## config.mk

```make
export PLATFORM = sky130hd
export DESIGN_NAME = nvmac_top
export DESIGN_NICKNAME = d
export VERILOG_FILES = /design/src/verilog/nvmac_pkg.sv /design/src/verilog/nvmac_top.sv /design/src/verilog/nvmac_timer.sv
export VERILOG_INCLUDE_DIRS = /design/src /design/src/verilog
export SDC_FILE = /design/constraint.sdc
export NUM_CORES = 2
export LEC_CHECK = 0
export ABC_CLOCK_PERIOD_IN_PS = 5000
export BUFFER_PORTS_ARGS = -buffer_cell sky130_fd_sc_hd__buf_2
export CAP_MARGIN = 0
export CORE_ASPECT_RATIO = 1.4
export CORE_MARGIN = 8
export CORE_UTILIZATION = 59
export CTS_BUF_LIST = sky130_fd_sc_hd__clkbuf_4
export DETAILED_ROUTE_END_ITERATION = 8
export PLACE_DENSITY = 0.85
export RECOVER_POWER = 50
export SYNTH_ARGS = -nofsm -noshare
export SYNTH_HDL_FRONTEND = slang
export SYNTH_SLANG_ARGS = --single-unit
```

## constraint.sdc

```tcl
create_clock -name clock_i -period 5 [get_ports clock_i]
set_input_delay 1.5 -clock clock_i [delete_from_list [all_inputs] [get_ports clock_i]]
set_output_delay 1.5 -clock clock_i [all_outputs]
set_load 0.005 [all_outputs]
```

## src/verilog/nvmac_regs.svh

```systemverilog
// register offsets, field positions, reset values and timing counts
// assumes a 250 MHz clock and word-indexed register offsets
`ifndef NVMAC_REGS_SVH
`define NVMAC_REGS_SVH

// register indices (byte address is four times the index)
`define NVMAC_OFS_PTR_U 12'hff8
`define NVMAC_OFS_PTR_H 12'hff7
`define NVMAC_OFS_PTR_L 12'hff6
`define NVMAC_OFS_LATCH 12'hff5
`define NVMAC_OFS_GIC 12'hff2
`define NVMAC_OFS_BYTE_ADDR 12'hfa9
`define NVMAC_OFS_BYTE_DATA 12'hfa8
`define NVMAC_OFS_UNLOCK 12'hfa7
`define NVMAC_OFS_CTL 12'hfa6
`define NVMAC_OFS_PRIO2 12'hfa2
`define NVMAC_OFS_FLAGS2 12'hfa1
`define NVMAC_OFS_EN2 12'hfa0

// control register fields
`define NVMAC_CTL_FLASH 7
`define NVMAC_CTL_CFG 6
`define NVMAC_CTL_FREE 4
`define NVMAC_CTL_ERR 3
`define NVMAC_CTL_WEN 2
`define NVMAC_CTL_WR 1
`define NVMAC_CTL_RD 0

// flag register field
`define NVMAC_FLAGS2_DONE 4

// reset values
`define NVMAC_RST_PRIO2 5'h1f
`define NVMAC_RST_FLAGS2 5'h00
`define NVMAC_RST_EN2 5'h00
`define NVMAC_RST_BYTE 8'h00

// unlock keys
`define NVMAC_KEY_FIRST 8'h55
`define NVMAC_KEY_SECOND 8'haa

// self-timed write duration
`define NVMAC_WRITE_TIME_NS 2000000
`define NVMAC_CLK_PERIOD_NS 4
`define NVMAC_WRITE_CYCLES (`NVMAC_WRITE_TIME_NS / `NVMAC_CLK_PERIOD_NS)

`endif

```

## src/verilog/nvmac_pkg.sv

```systemverilog
// types shared by the nonvolatile access controller
// assumes the constants of nvmac_regs.svh
package nvmac_pkg;

   // control register image, bit 5 unimplemented
   typedef struct packed {
      logic flash_space_select;
      logic config_space_select;
      logic row_erase;
      logic write_error_flag;
      logic write_enable_bit;
      logic launch;
      logic read_trigger;
   } nvmac_ctl_t;

   typedef enum logic [1:0] {
      NVMAC_UL_IDLE,
      NVMAC_UL_FIRST,
      NVMAC_UL_ARMED
   } nvmac_unlock_t;

   typedef enum logic [1:0] {
      NVMAC_OP_BYTE_WRITE,
      NVMAC_OP_ROW_ERASE,
      NVMAC_OP_FLASH_WRITE
   } nvmac_op_t;

endpackage

```

## src/verilog/nvmac_top.sv

```systemverilog
// nonvolatile byte access controller: registers, unlock, byte array
// assumes an avalon-mm master on clock_i; reset requests from pin and watchdog
//
// Chosen here: the Avalon-MM interface to the registers.
`timescale 1ns/1ns
`include "nvmac_regs.svh"

// ------------------------------
// Summary of operation
// ------------------------------
// Summary of operation
// [RULE_01] pin or watchdog reset during a running write sets the error flag
// [RULE_02] error flagging leaves flash select and row erase untouched
// [RULE_03] flash erase or write needs the same unlock as byte writes
// [RULE_04] 256 byte array, 8-bit address, one 8-bit data register
// [RULE_05] a byte write erases then programs, timed by on-chip timer
// [RULE_06] unlock port stores nothing, reads zero, feeds the unlock
// [RULE_07] read and launch bits are set-only; hardware clears them
// [RULE_08] writes need write enable at one; cleared at power-up
// [RULE_09] reset that cuts a write zeroes data and address registers
// [RULE_10] write completion sets done flag; only software clears it
// [RULE_11] control bit 7 routes to flash when one, byte array when zero
// [RULE_12] control bit 6 routes to configuration space when one
// [RULE_13] row erase bit makes launch erase the pointed row, then clears
// [RULE_14] launch starts a timed cycle and reads one until it ends
// [RULE_15] read takes one cycle; read bit not settable with flash select
// [RULE_16] read byte sits in the data register on the next cycle
// [RULE_17] data register holds last read until read or firmware write
// [RULE_18] firmware loads address, clears selects, then triggers read
// [RULE_19] launch needs 55h then aah to unlock port right before it
// [RULE_20] enable must already be one; both set together starts nothing
// [RULE_21] control, address and data ignore writes while a write runs
// [RULE_22] hardware never clears write enable, only firmware or power-up
// [RULE_23] any other access returns the unlock tracker to idle
module nvmac_top
   import nvmac_pkg::*;
#(
   parameter int unsigned WRITE_CYCLES = `NVMAC_WRITE_CYCLES,
   parameter int unsigned DEPTH = 256
) (
   input wire logic clock_i, // core clock, 250 MHz
   input wire logic nrst_i, // power-on reset, active low
   input wire logic ext_reset_i, // external reset pin request
   input wire logic wdt_reset_i, // watchdog time-out request
   input wire logic [13:0] avs_address, // byte address
   input wire logic avs_read, // read request
   input wire logic avs_write, // write request
   input wire logic [31:0] avs_writedata, // write data
   input wire logic [3:0] avs_byteenable, // byte lanes
   output logic [31:0] avs_readdata, // read data
   output logic avs_waitrequest, // stall, low when answered
   output logic busy_o, // self-timed cycle running
   output logic row_erase_o, // flash row erase running
   output logic flash_write_o, // flash row write running
   output logic [21:0] table_pointer_o // flash row pointer
);

   // ------------------------------
   // pin and watchdog request synchronisers
   // ------------------------------
   logic [1:0] ext_sync_r, wdt_sync_r;

   always_ff @(posedge clock_i or negedge nrst_i) begin
      if (!nrst_i) begin
         ext_sync_r <= 2'h0;
         wdt_sync_r <= 2'h0;
      end else begin
         ext_sync_r <= {ext_sync_r[0], ext_reset_i};
         wdt_sync_r <= {wdt_sync_r[0], wdt_reset_i};
      end
   end

   logic warm_rst;
   assign warm_rst = ext_sync_r[1] | wdt_sync_r[1];

   // ------------------------------
   // state
   // ------------------------------
   logic [7:0] mem [DEPTH];
   nvmac_ctl_t ctl_r, ctl_nxt;
   nvmac_unlock_t ul_r, ul_nxt;
   nvmac_op_t op_r, op_nxt;
   logic [7:0] addr_r, addr_nxt;
   logic [7:0] data_r, data_nxt;
   logic [5:0] tp_u_r, tp_u_nxt;
   logic [7:0] tp_h_r, tp_h_nxt;
   logic [7:0] tp_l_r, tp_l_nxt;
   logic [7:0] latch_r, latch_nxt;
   logic [7:0] gic_r, gic_nxt;
   logic [4:0] prio_r, prio_nxt;
   logic [4:0] flags_r, flags_nxt;
   logic [4:0] en_r, en_nxt;
   logic ack_r, ack_nxt;
   logic [31:0] rdata_r, rdata_nxt;
   logic busy_r, busy_nxt;
   logic erase_r, erase_nxt;
   logic fwrite_r, fwrite_nxt;
   logic mem_we;
   logic start, abort, done;

   // ------------------------------
   // bus decode
   // ------------------------------
   function automatic logic [7:0] ctl_byte(input nvmac_ctl_t c);
      ctl_byte = {c.flash_space_select, c.config_space_select, 1'b0,
                  c.row_erase, c.write_error_flag, c.write_enable_bit,
                  c.launch, c.read_trigger};
   endfunction

   logic commit, wr_ok;
   logic [7:0] wb;
   logic [11:0] idx;
   assign commit = (avs_read | avs_write) & ack_r;
   assign wr_ok = commit & avs_write & avs_byteenable[0];
   assign wb = avs_writedata[7:0];
   // misaligned addresses land on an unmapped index
   assign idx = (avs_address[1:0] == 2'h0) ? avs_address[13:2] : 12'h000;

   logic [7:0] rbyte;
   always_comb begin
      case (idx)
         `NVMAC_OFS_PTR_U: rbyte = {2'h0, tp_u_r};
         `NVMAC_OFS_PTR_H: rbyte = tp_h_r;
         `NVMAC_OFS_PTR_L: rbyte = tp_l_r;
         `NVMAC_OFS_LATCH: rbyte = latch_r;
         `NVMAC_OFS_GIC: rbyte = gic_r;
         `NVMAC_OFS_BYTE_ADDR: rbyte = addr_r;
         `NVMAC_OFS_BYTE_DATA: rbyte = data_r;
         `NVMAC_OFS_CTL: rbyte = ctl_byte(ctl_r);
         `NVMAC_OFS_PRIO2: rbyte = {3'h0, prio_r};
         `NVMAC_OFS_FLAGS2: rbyte = {3'h0, flags_r};
         `NVMAC_OFS_EN2: rbyte = {3'h0, en_r};
         // unlock port falls through and reads zero [RULE_06]
         default: rbyte = 8'h00;
      endcase
   end

   // ------------------------------
   // next state
   // ------------------------------
   always_comb begin
      logic ctl_wr, ul_wr, launch_req;
      ctl_wr = 1'b0;
      ul_wr = 1'b0;
      launch_req = 1'b0;
      ctl_nxt = ctl_r;
      ul_nxt = ul_r;
      op_nxt = op_r;
      addr_nxt = addr_r;
      data_nxt = data_r;
      tp_u_nxt = tp_u_r;
      tp_h_nxt = tp_h_r;
      tp_l_nxt = tp_l_r;
      latch_nxt = latch_r;
      gic_nxt = gic_r;
      prio_nxt = prio_r;
      flags_nxt = flags_r;
      en_nxt = en_r;
      busy_nxt = busy_r;
      erase_nxt = 1'b0;
      fwrite_nxt = 1'b0;
      mem_we = 1'b0;
      start = 1'b0;
      abort = 1'b0;
      ack_nxt = 1'b0;
      rdata_nxt = rdata_r;

      // one wait cycle, then answer
      if ((avs_read | avs_write) & ~ack_r) begin
         ack_nxt = 1'b1;
         rdata_nxt = {24'h0, rbyte};
      end

      // read completes one cycle after the trigger [RULE_15] [RULE_16]
      if (ctl_r.read_trigger) begin
         ctl_nxt.read_trigger = 1'b0;
         if (!ctl_r.config_space_select) begin // [RULE_12]
            data_nxt = mem[addr_r];
         end
      end

      if (wr_ok) begin
         case (idx)
            `NVMAC_OFS_UNLOCK: ul_wr = 1'b1;
            `NVMAC_OFS_CTL: ctl_wr = 1'b1;
            `NVMAC_OFS_PTR_U: tp_u_nxt = wb[5:0];
            `NVMAC_OFS_PTR_H: tp_h_nxt = wb;
            `NVMAC_OFS_PTR_L: tp_l_nxt = wb;
            `NVMAC_OFS_LATCH: latch_nxt = wb;
            `NVMAC_OFS_GIC: gic_nxt = wb;
            `NVMAC_OFS_PRIO2: prio_nxt = wb[4:0];
            `NVMAC_OFS_FLAGS2: flags_nxt = wb[4:0];
            `NVMAC_OFS_EN2: en_nxt = wb[4:0];
            `NVMAC_OFS_BYTE_ADDR: begin
               if (!busy_r) addr_nxt = wb; // [RULE_04] [RULE_21]
            end
            `NVMAC_OFS_BYTE_DATA: begin
               if (!busy_r) data_nxt = wb; // [RULE_17] [RULE_21]
            end
            default: ;
         endcase
      end

      // control register writes
      if (ctl_wr && !busy_r) begin // [RULE_21]
         ctl_nxt.flash_space_select = wb[`NVMAC_CTL_FLASH];
         ctl_nxt.config_space_select = wb[`NVMAC_CTL_CFG];
         ctl_nxt.row_erase = wb[`NVMAC_CTL_FREE];
         ctl_nxt.write_error_flag = wb[`NVMAC_CTL_ERR];
         ctl_nxt.write_enable_bit = wb[`NVMAC_CTL_WEN]; // [RULE_22]
         // set-only, blocked while flash is selected [RULE_07] [RULE_15]
         if (wb[`NVMAC_CTL_RD] && !wb[`NVMAC_CTL_FLASH]) begin
            ctl_nxt.read_trigger = 1'b1;
         end
         // launch only right after the keys, enable already one
         launch_req = wb[`NVMAC_CTL_WR] && (ul_r == NVMAC_UL_ARMED)
                      && ctl_r.write_enable_bit; // [RULE_19] [RULE_20]
      end

      // unlock tracker [RULE_03] [RULE_19] [RULE_23]
      if (commit) begin
         ul_nxt = NVMAC_UL_IDLE;
         if (ul_wr && !busy_r) begin
            if (wb == `NVMAC_KEY_FIRST) begin
               ul_nxt = NVMAC_UL_FIRST;
            end else if (wb == `NVMAC_KEY_SECOND &&
                         ul_r == NVMAC_UL_FIRST) begin
               ul_nxt = NVMAC_UL_ARMED;
            end
         end
      end

      // launch a self-timed cycle [RULE_08] [RULE_14]
      if (launch_req) begin
         ctl_nxt.launch = 1'b1;
         busy_nxt = 1'b1;
         start = 1'b1;
         if (!wb[`NVMAC_CTL_FLASH]) begin
            op_nxt = NVMAC_OP_BYTE_WRITE; // [RULE_05] [RULE_11]
         end else if (wb[`NVMAC_CTL_FREE]) begin
            op_nxt = NVMAC_OP_ROW_ERASE; // [RULE_13]
         end else begin
            op_nxt = NVMAC_OP_FLASH_WRITE;
         end
      end

      if (busy_r) begin
         erase_nxt = (op_r == NVMAC_OP_ROW_ERASE);
         fwrite_nxt = (op_r == NVMAC_OP_FLASH_WRITE);
      end

      // completion of the timed cycle
      if (done && busy_r) begin
         busy_nxt = 1'b0;
         erase_nxt = 1'b0;
         fwrite_nxt = 1'b0;
         ctl_nxt.launch = 1'b0; // [RULE_07] [RULE_14]
         flags_nxt[`NVMAC_FLAGS2_DONE] = 1'b1; // [RULE_10]
         if (op_r == NVMAC_OP_ROW_ERASE) begin
            ctl_nxt.row_erase = 1'b0; // [RULE_13]
         end
         if (op_r == NVMAC_OP_BYTE_WRITE &&
             !ctl_r.config_space_select) begin
            mem_we = 1'b1; // [RULE_05]
         end
      end

      // warm reset from pin or watchdog
      if (warm_rst) begin
         abort = 1'b1;
         busy_nxt = 1'b0;
         erase_nxt = 1'b0;
         fwrite_nxt = 1'b0;
         mem_we = 1'b0;
         ul_nxt = NVMAC_UL_IDLE;
         ctl_nxt.launch = 1'b0;
         ctl_nxt.read_trigger = 1'b0;
         addr_nxt = `NVMAC_RST_BYTE; // [RULE_09]
         data_nxt = `NVMAC_RST_BYTE; // [RULE_09]
         if (busy_r) begin
            ctl_nxt.write_error_flag = 1'b1; // [RULE_01]
            ctl_nxt.row_erase = ctl_r.row_erase; // [RULE_02]
            ctl_nxt.flash_space_select = ctl_r.flash_space_select;
         end else if (!ctl_r.write_error_flag) begin
            // a flagged cut keeps its trace while the pin is held [RULE_02]
            ctl_nxt.row_erase = 1'b0;
         end
      end
   end

   // ------------------------------
   // registers
   // ------------------------------
   always_ff @(posedge clock_i or negedge nrst_i) begin
      if (!nrst_i) begin
         ctl_r <= '0; // [RULE_08]
         ul_r <= NVMAC_UL_IDLE;
         op_r <= NVMAC_OP_BYTE_WRITE;
         addr_r <= `NVMAC_RST_BYTE;
         data_r <= `NVMAC_RST_BYTE;
         tp_u_r <= 6'h00;
         tp_h_r <= 8'h00;
         tp_l_r <= 8'h00;
         latch_r <= 8'h00;
         gic_r <= 8'h00;
         prio_r <= `NVMAC_RST_PRIO2;
         flags_r <= `NVMAC_RST_FLAGS2;
         en_r <= `NVMAC_RST_EN2;
         ack_r <= 1'b0;
         rdata_r <= 32'h0;
         busy_r <= 1'b0;
         erase_r <= 1'b0;
         fwrite_r <= 1'b0;
      end else begin
         ctl_r <= ctl_nxt;
         ul_r <= ul_nxt;
         op_r <= op_nxt;
         addr_r <= addr_nxt;
         data_r <= data_nxt;
         tp_u_r <= tp_u_nxt;
         tp_h_r <= tp_h_nxt;
         tp_l_r <= tp_l_nxt;
         latch_r <= latch_nxt;
         gic_r <= gic_nxt;
         prio_r <= prio_nxt;
         flags_r <= flags_nxt;
         en_r <= en_nxt;
         ack_r <= ack_nxt;
         rdata_r <= rdata_nxt;
         busy_r <= busy_nxt;
         erase_r <= erase_nxt;
         fwrite_r <= fwrite_nxt;
      end
   end

   // byte array, erase-before-write folded into one update [RULE_05]
   always_ff @(posedge clock_i) begin
      if (mem_we) begin
         mem[addr_r] <= data_r;
      end
   end

   // ------------------------------
   // write timer
   // ------------------------------
   nvmac_timer #(
      .CYCLES(WRITE_CYCLES)
   ) u_timer (
      .clock_i(clock_i),
      .nrst_i(nrst_i),
      .start_i(start),
      .abort_i(abort),
      .done_o(done)
   );

   // ------------------------------
   // outputs
   // ------------------------------
   assign avs_readdata = rdata_r;
   assign avs_waitrequest = ~ack_r;
   assign busy_o = busy_r;
   assign row_erase_o = erase_r;
   assign flash_write_o = fwrite_r;
   assign table_pointer_o = {tp_u_r, tp_h_r, tp_l_r};

endmodule

```

## src/verilog/nvmac_timer.sv

```systemverilog
// self-timed write interval counter
// assumes start is a same-clock single-cycle pulse; abort is a same-clock level held while a warm reset lasts
`timescale 1ns/1ns
module nvmac_timer #(
   parameter int unsigned CYCLES = 500000
) (
   input wire logic clock_i, // core clock
   input wire logic nrst_i, // power-on reset, active low
   input wire logic start_i, // begin an interval
   input wire logic abort_i, // cancel the interval
   output logic done_o // one-cycle pulse at the end
);
   localparam int W = $clog2(CYCLES + 1);

   logic [W-1:0] cnt_r, cnt_nxt;
   logic done_r, done_nxt;

   always_comb begin
      cnt_nxt = cnt_r;
      done_nxt = 1'b0;
      if (abort_i) begin
         cnt_nxt = '0;
      end else if (start_i) begin
         cnt_nxt = W'(CYCLES);
      end else if (cnt_r != '0) begin
         cnt_nxt = cnt_r - W'(1);
         done_nxt = (cnt_r == W'(1));
      end
   end

   always_ff @(posedge clock_i or negedge nrst_i) begin
      if (!nrst_i) begin
         cnt_r <= '0;
         done_r <= 1'b0;
      end else begin
         cnt_r <= cnt_nxt;
         done_r <= done_nxt;
      end
   end

   assign done_o = done_r;
endmodule

```

==> flow_summary_export.csv <==
group,metric,value,unit
final_layout,layout.nets,4774,
power,p_leak,24.0,nW
power,p_sw,0.00717,W
sta,tns,0,ps
routing,routed_via_density,6.62,
power,power_density,357,nW/µm²
routing,drtAntennaViolNets,0,
status,violations,"max-capacitance violations, max-slew violations",
critical_path,path_buf_inv,1,
clock_tree,clk_latency,1420,ps
clock_tree,path_clk_slew,80,ps
floorplanning,die_x,336,µm
global_route,grt_pass1_wl,305,mm
critical_path,worstPathCellList,"clkbuf_2",
routing,drc,0,
global_route,grt_max_degree,229,
critical_path,path_max_fanout,90,
synth,ys_ff_latch,2163,
synth,synth_area_leaders,"edfxtp_1, mux4_2, dfrtp_1",
synth,synth.yosys.seq_area_share,0.760,
clock_tree,clockBufferDepth,4,
sta,slew_viol_final,997,
sta,finClkSkew,144,ps
synth,synth_ff_type,"edfxtp_1",
global_route,antenna_found_initial,7,
sta,setup_viol_count_final,0,
critical_path,cp.required,5850,ps
clock_tree,cts_made_buffers,466,
final_layout,fin_util,0.652,
synth,ys_types,66,
critical_path,endpoint_kind,"flop",
clock_tree,holdBufCountCts,0,
clock_tree,cts_htree_levels,5,
sta,fmaxAchievable,225,MHz
placement,dpl_worst_slack,746,ps
floorplanning,start_util,0.594,
final_layout,syn_to_final_growth,9.82,%
synth,synthCells,4311,
routing,wire_per_inst,29.9,µm
sta,final_hold_viol_count,0,
power,sw_frac_of_total,0.216,
power,power_frac_comb,0.024,
clock_tree,cts_resized,0,
sta,rsz0062_at_grt,"no",
power,vdd_ir_drop_max,0.000341,V
floorplanning,num_rows,164,
sta,fin_crit_sh,0.891,
synth,async_reset_ff_frac,0.0532,
synth,yosysTopAreaCell,"edfxtp_1",
power,seqPwrFrac,0.591,
global_route,grt_overflow,0,
floorplanning,dieArea,156000,µm²
synth,synth_edf_count,2048,
global_route,grt_use_total,0.265,
critical_path,worstSetupStartpointType,"flop",
floorplanning,core,143000,µm²
sta,min_period,4450,ps
floorplanning,die_y,464,µm
critical_path,crit_family,"flip-flops",
final_layout,drive_gt1_frac,0.270,
floorplanning,ios,114,
placement,portBuffers,62,
sta,worstMarginPinSlew,3910,ps
synth,syn-mean-instance-area,19.6,µm²
power,intPower,0.0260,W
synth,syn-cell-area,84700,µm²
critical_path,worstSetupPathType,"reg2reg",
run,maxCapViolCount,12,
global_route,grt_pass1_vias,47753,
placement,place.gp.congestion,0.915,
synth,synth_top_area_frac,0.726,
synth,yosysWarnings,0,
status,run_status,"complete, but fails checks",
routing,finalWirelength,209,mm
routing,drt-pass1-iter-count,7,
sta,slew_headroom,-1.61,
critical_path,cp.arrival,5300,ps
placement,dpl.hpwl,127,mm
critical_path,cp_slowest_stage_delay,2160,ps
clock_tree,postCtsSetupBuffers,0,
hold_path,hp-class,"in2reg",
critical_path,crit_path_top_delay_cell,"dfrtp_1",
power,clockPowerShare,0.385,
clock_tree,numClockSinks,2163,
routing,drt_iter0_drc,5689,
routing,via_count,46220,
clock_tree,cts_tree,"yes",
sta,setup_ws,546,ps
clock_tree,root_buffer,"clkbuf_4",
## synthesized netlist by cell type (7+ instances only)
master / count
buf_2: 50
nor4_1: 10
nand3b_1: 7
o31ai_1: 7
or3_1: 8
o21ai_0: 24
nor2b_1: 23
edfxtp_1: 2048
and3_1: 19
buf_1: 19
nand4_1: 32
nor3_1: 21
a22o_1: 37
o211ai_1: 68
o221ai_1: 7
a211oi_1: 37
a221oi_1: 50
nand2_1: 121
buf_4: 48
mux2_2: 57
nand2b_1: 11
xnor2_1: 11
mux4_2: 402
dfrtp_1: 110
clkbuf_1: 145
a21oi_1: 89
a222oi_1: 10
buf_6: 19
a22oi_1: 149
a31oi_1: 7
mux2i_1: 236
nor2_1: 328
nand3_1: 25
## per-layer routing
metal  part of all wire  track usage
met4              0.079        0.182
met5           0.000058            0
met2               0.49        0.435
met1               0.32        0.307
met3               0.11       0.0664
## placed cells by master (no fill, tap or decap), types with 25 or more instances in the layout
cell type and n:
clkinv_2 34, mux2_2 57, clkbuf_4 645, a21oi_1 89, nor2_1 326, a211oi_1 37
buf_2 60, edfxtp_1 2048, a221oi_1 50, nand4_1 32, nand2_1 121, o21ai_0 25
dfrtp_1 106, a22oi_1 149, a22o_1 37, clkinv_1 121, mux2i_1 236, mux4_2 402
o211ai_1 68, buf_4 101
## power by group through the flow
stage / clock, W / combinational [W] / sequential, W
detailed placement: 0 / 0.000773 / 0.0200
CTS: 0.0129 / 0.000787 / 0.0196
global placement: 0 / 0.000728 / 0.0200
floorplan: 0 / 0.000617 / 0.0200
global route: 0.0137 / 0.000870 / 0.0196
finish: 0.0128 / 0.000787 / 0.0196
## area by class of cell
| type | instances | area [µm²] |
|---|---|---|
| Sequential cell | 2163 | 64400 |
| Timing Repair Buffer | 195 | 1580 |
| Multi-Input combinational cell | 1883 | 18900 |
| Fill cell | 8626 | 49600 |
| Inverter | 7 | 26.3 |
| Tap cell | 1909 | 2390 |
| Clock buffer | 644 | 4830 |
| Clock inverter | 168 | 786 |
| Antenna cell | 13 | 32.5 |
## state kept, by name, indices dropped and copies added (netlist names), 2 cells and up
register and count:
addr_r 8, avs_readdata 8, ctl_r 7, data_r 8, en_r 5, ext_sync_r 2, flags_r 5, gic_r 8
latch_r 8, mem 2048, op_r 2, prio_r 5, tp_h_r 8, tp_l_r 8, tp_u_r 6, u_timer.cnt_r 19
ul_r 2, wdt_sync_r 2
## kinds of logic (layout without fill, tap and decap cells)
group / Yosys count / in the layout / share of synthesized area
mux: 695 / 695 / 0.142
simple gates: 648 / 648 / 0.0353
fa+ha+maj: 2 / 2 / 0.000296
xor+xnor: 14 / 14 / 0.00145
flops: 2163 / 2163 / 0.760
buf+inv: 288 / 1014 / 0.0173
compound gates: 500 / 500 / 0.0427
other cells: 1 / 37 / 0.0000443
## per-stage QoR
step	cells	hold slack, ps	total power, W	cell area (µm²)
after floorplan	4334	331	0.0206	84800
after global placement	6157	335	0.0207	87400
after detailed placement	6157	343	0.0208	87400
after CTS	6969	114	0.0333	93000
after global routing	6977	107	0.0342	93000
final	6982	191	0.0332	93000
## final timing paths
path                                    start                to  slack, ps  cells past startpoint
worst min-delay path              wdt_reset_i     wdt_sync_r[0]        190                      1
min in group asynchronous              nrst_i           ul_r[0]        260                      1
worst max-delay path                data_r[0]       mem[190][0]        550                      1
worst min register to register  ext_sync_r[0]     ext_sync_r[1]        350                      0
max in group asynchronous              nrst_i  u_timer.cnt_r[4]       2810                      2
worst max register to register      data_r[0]       mem[190][0]        550                      1
Power figures use the tool's default switching activity.
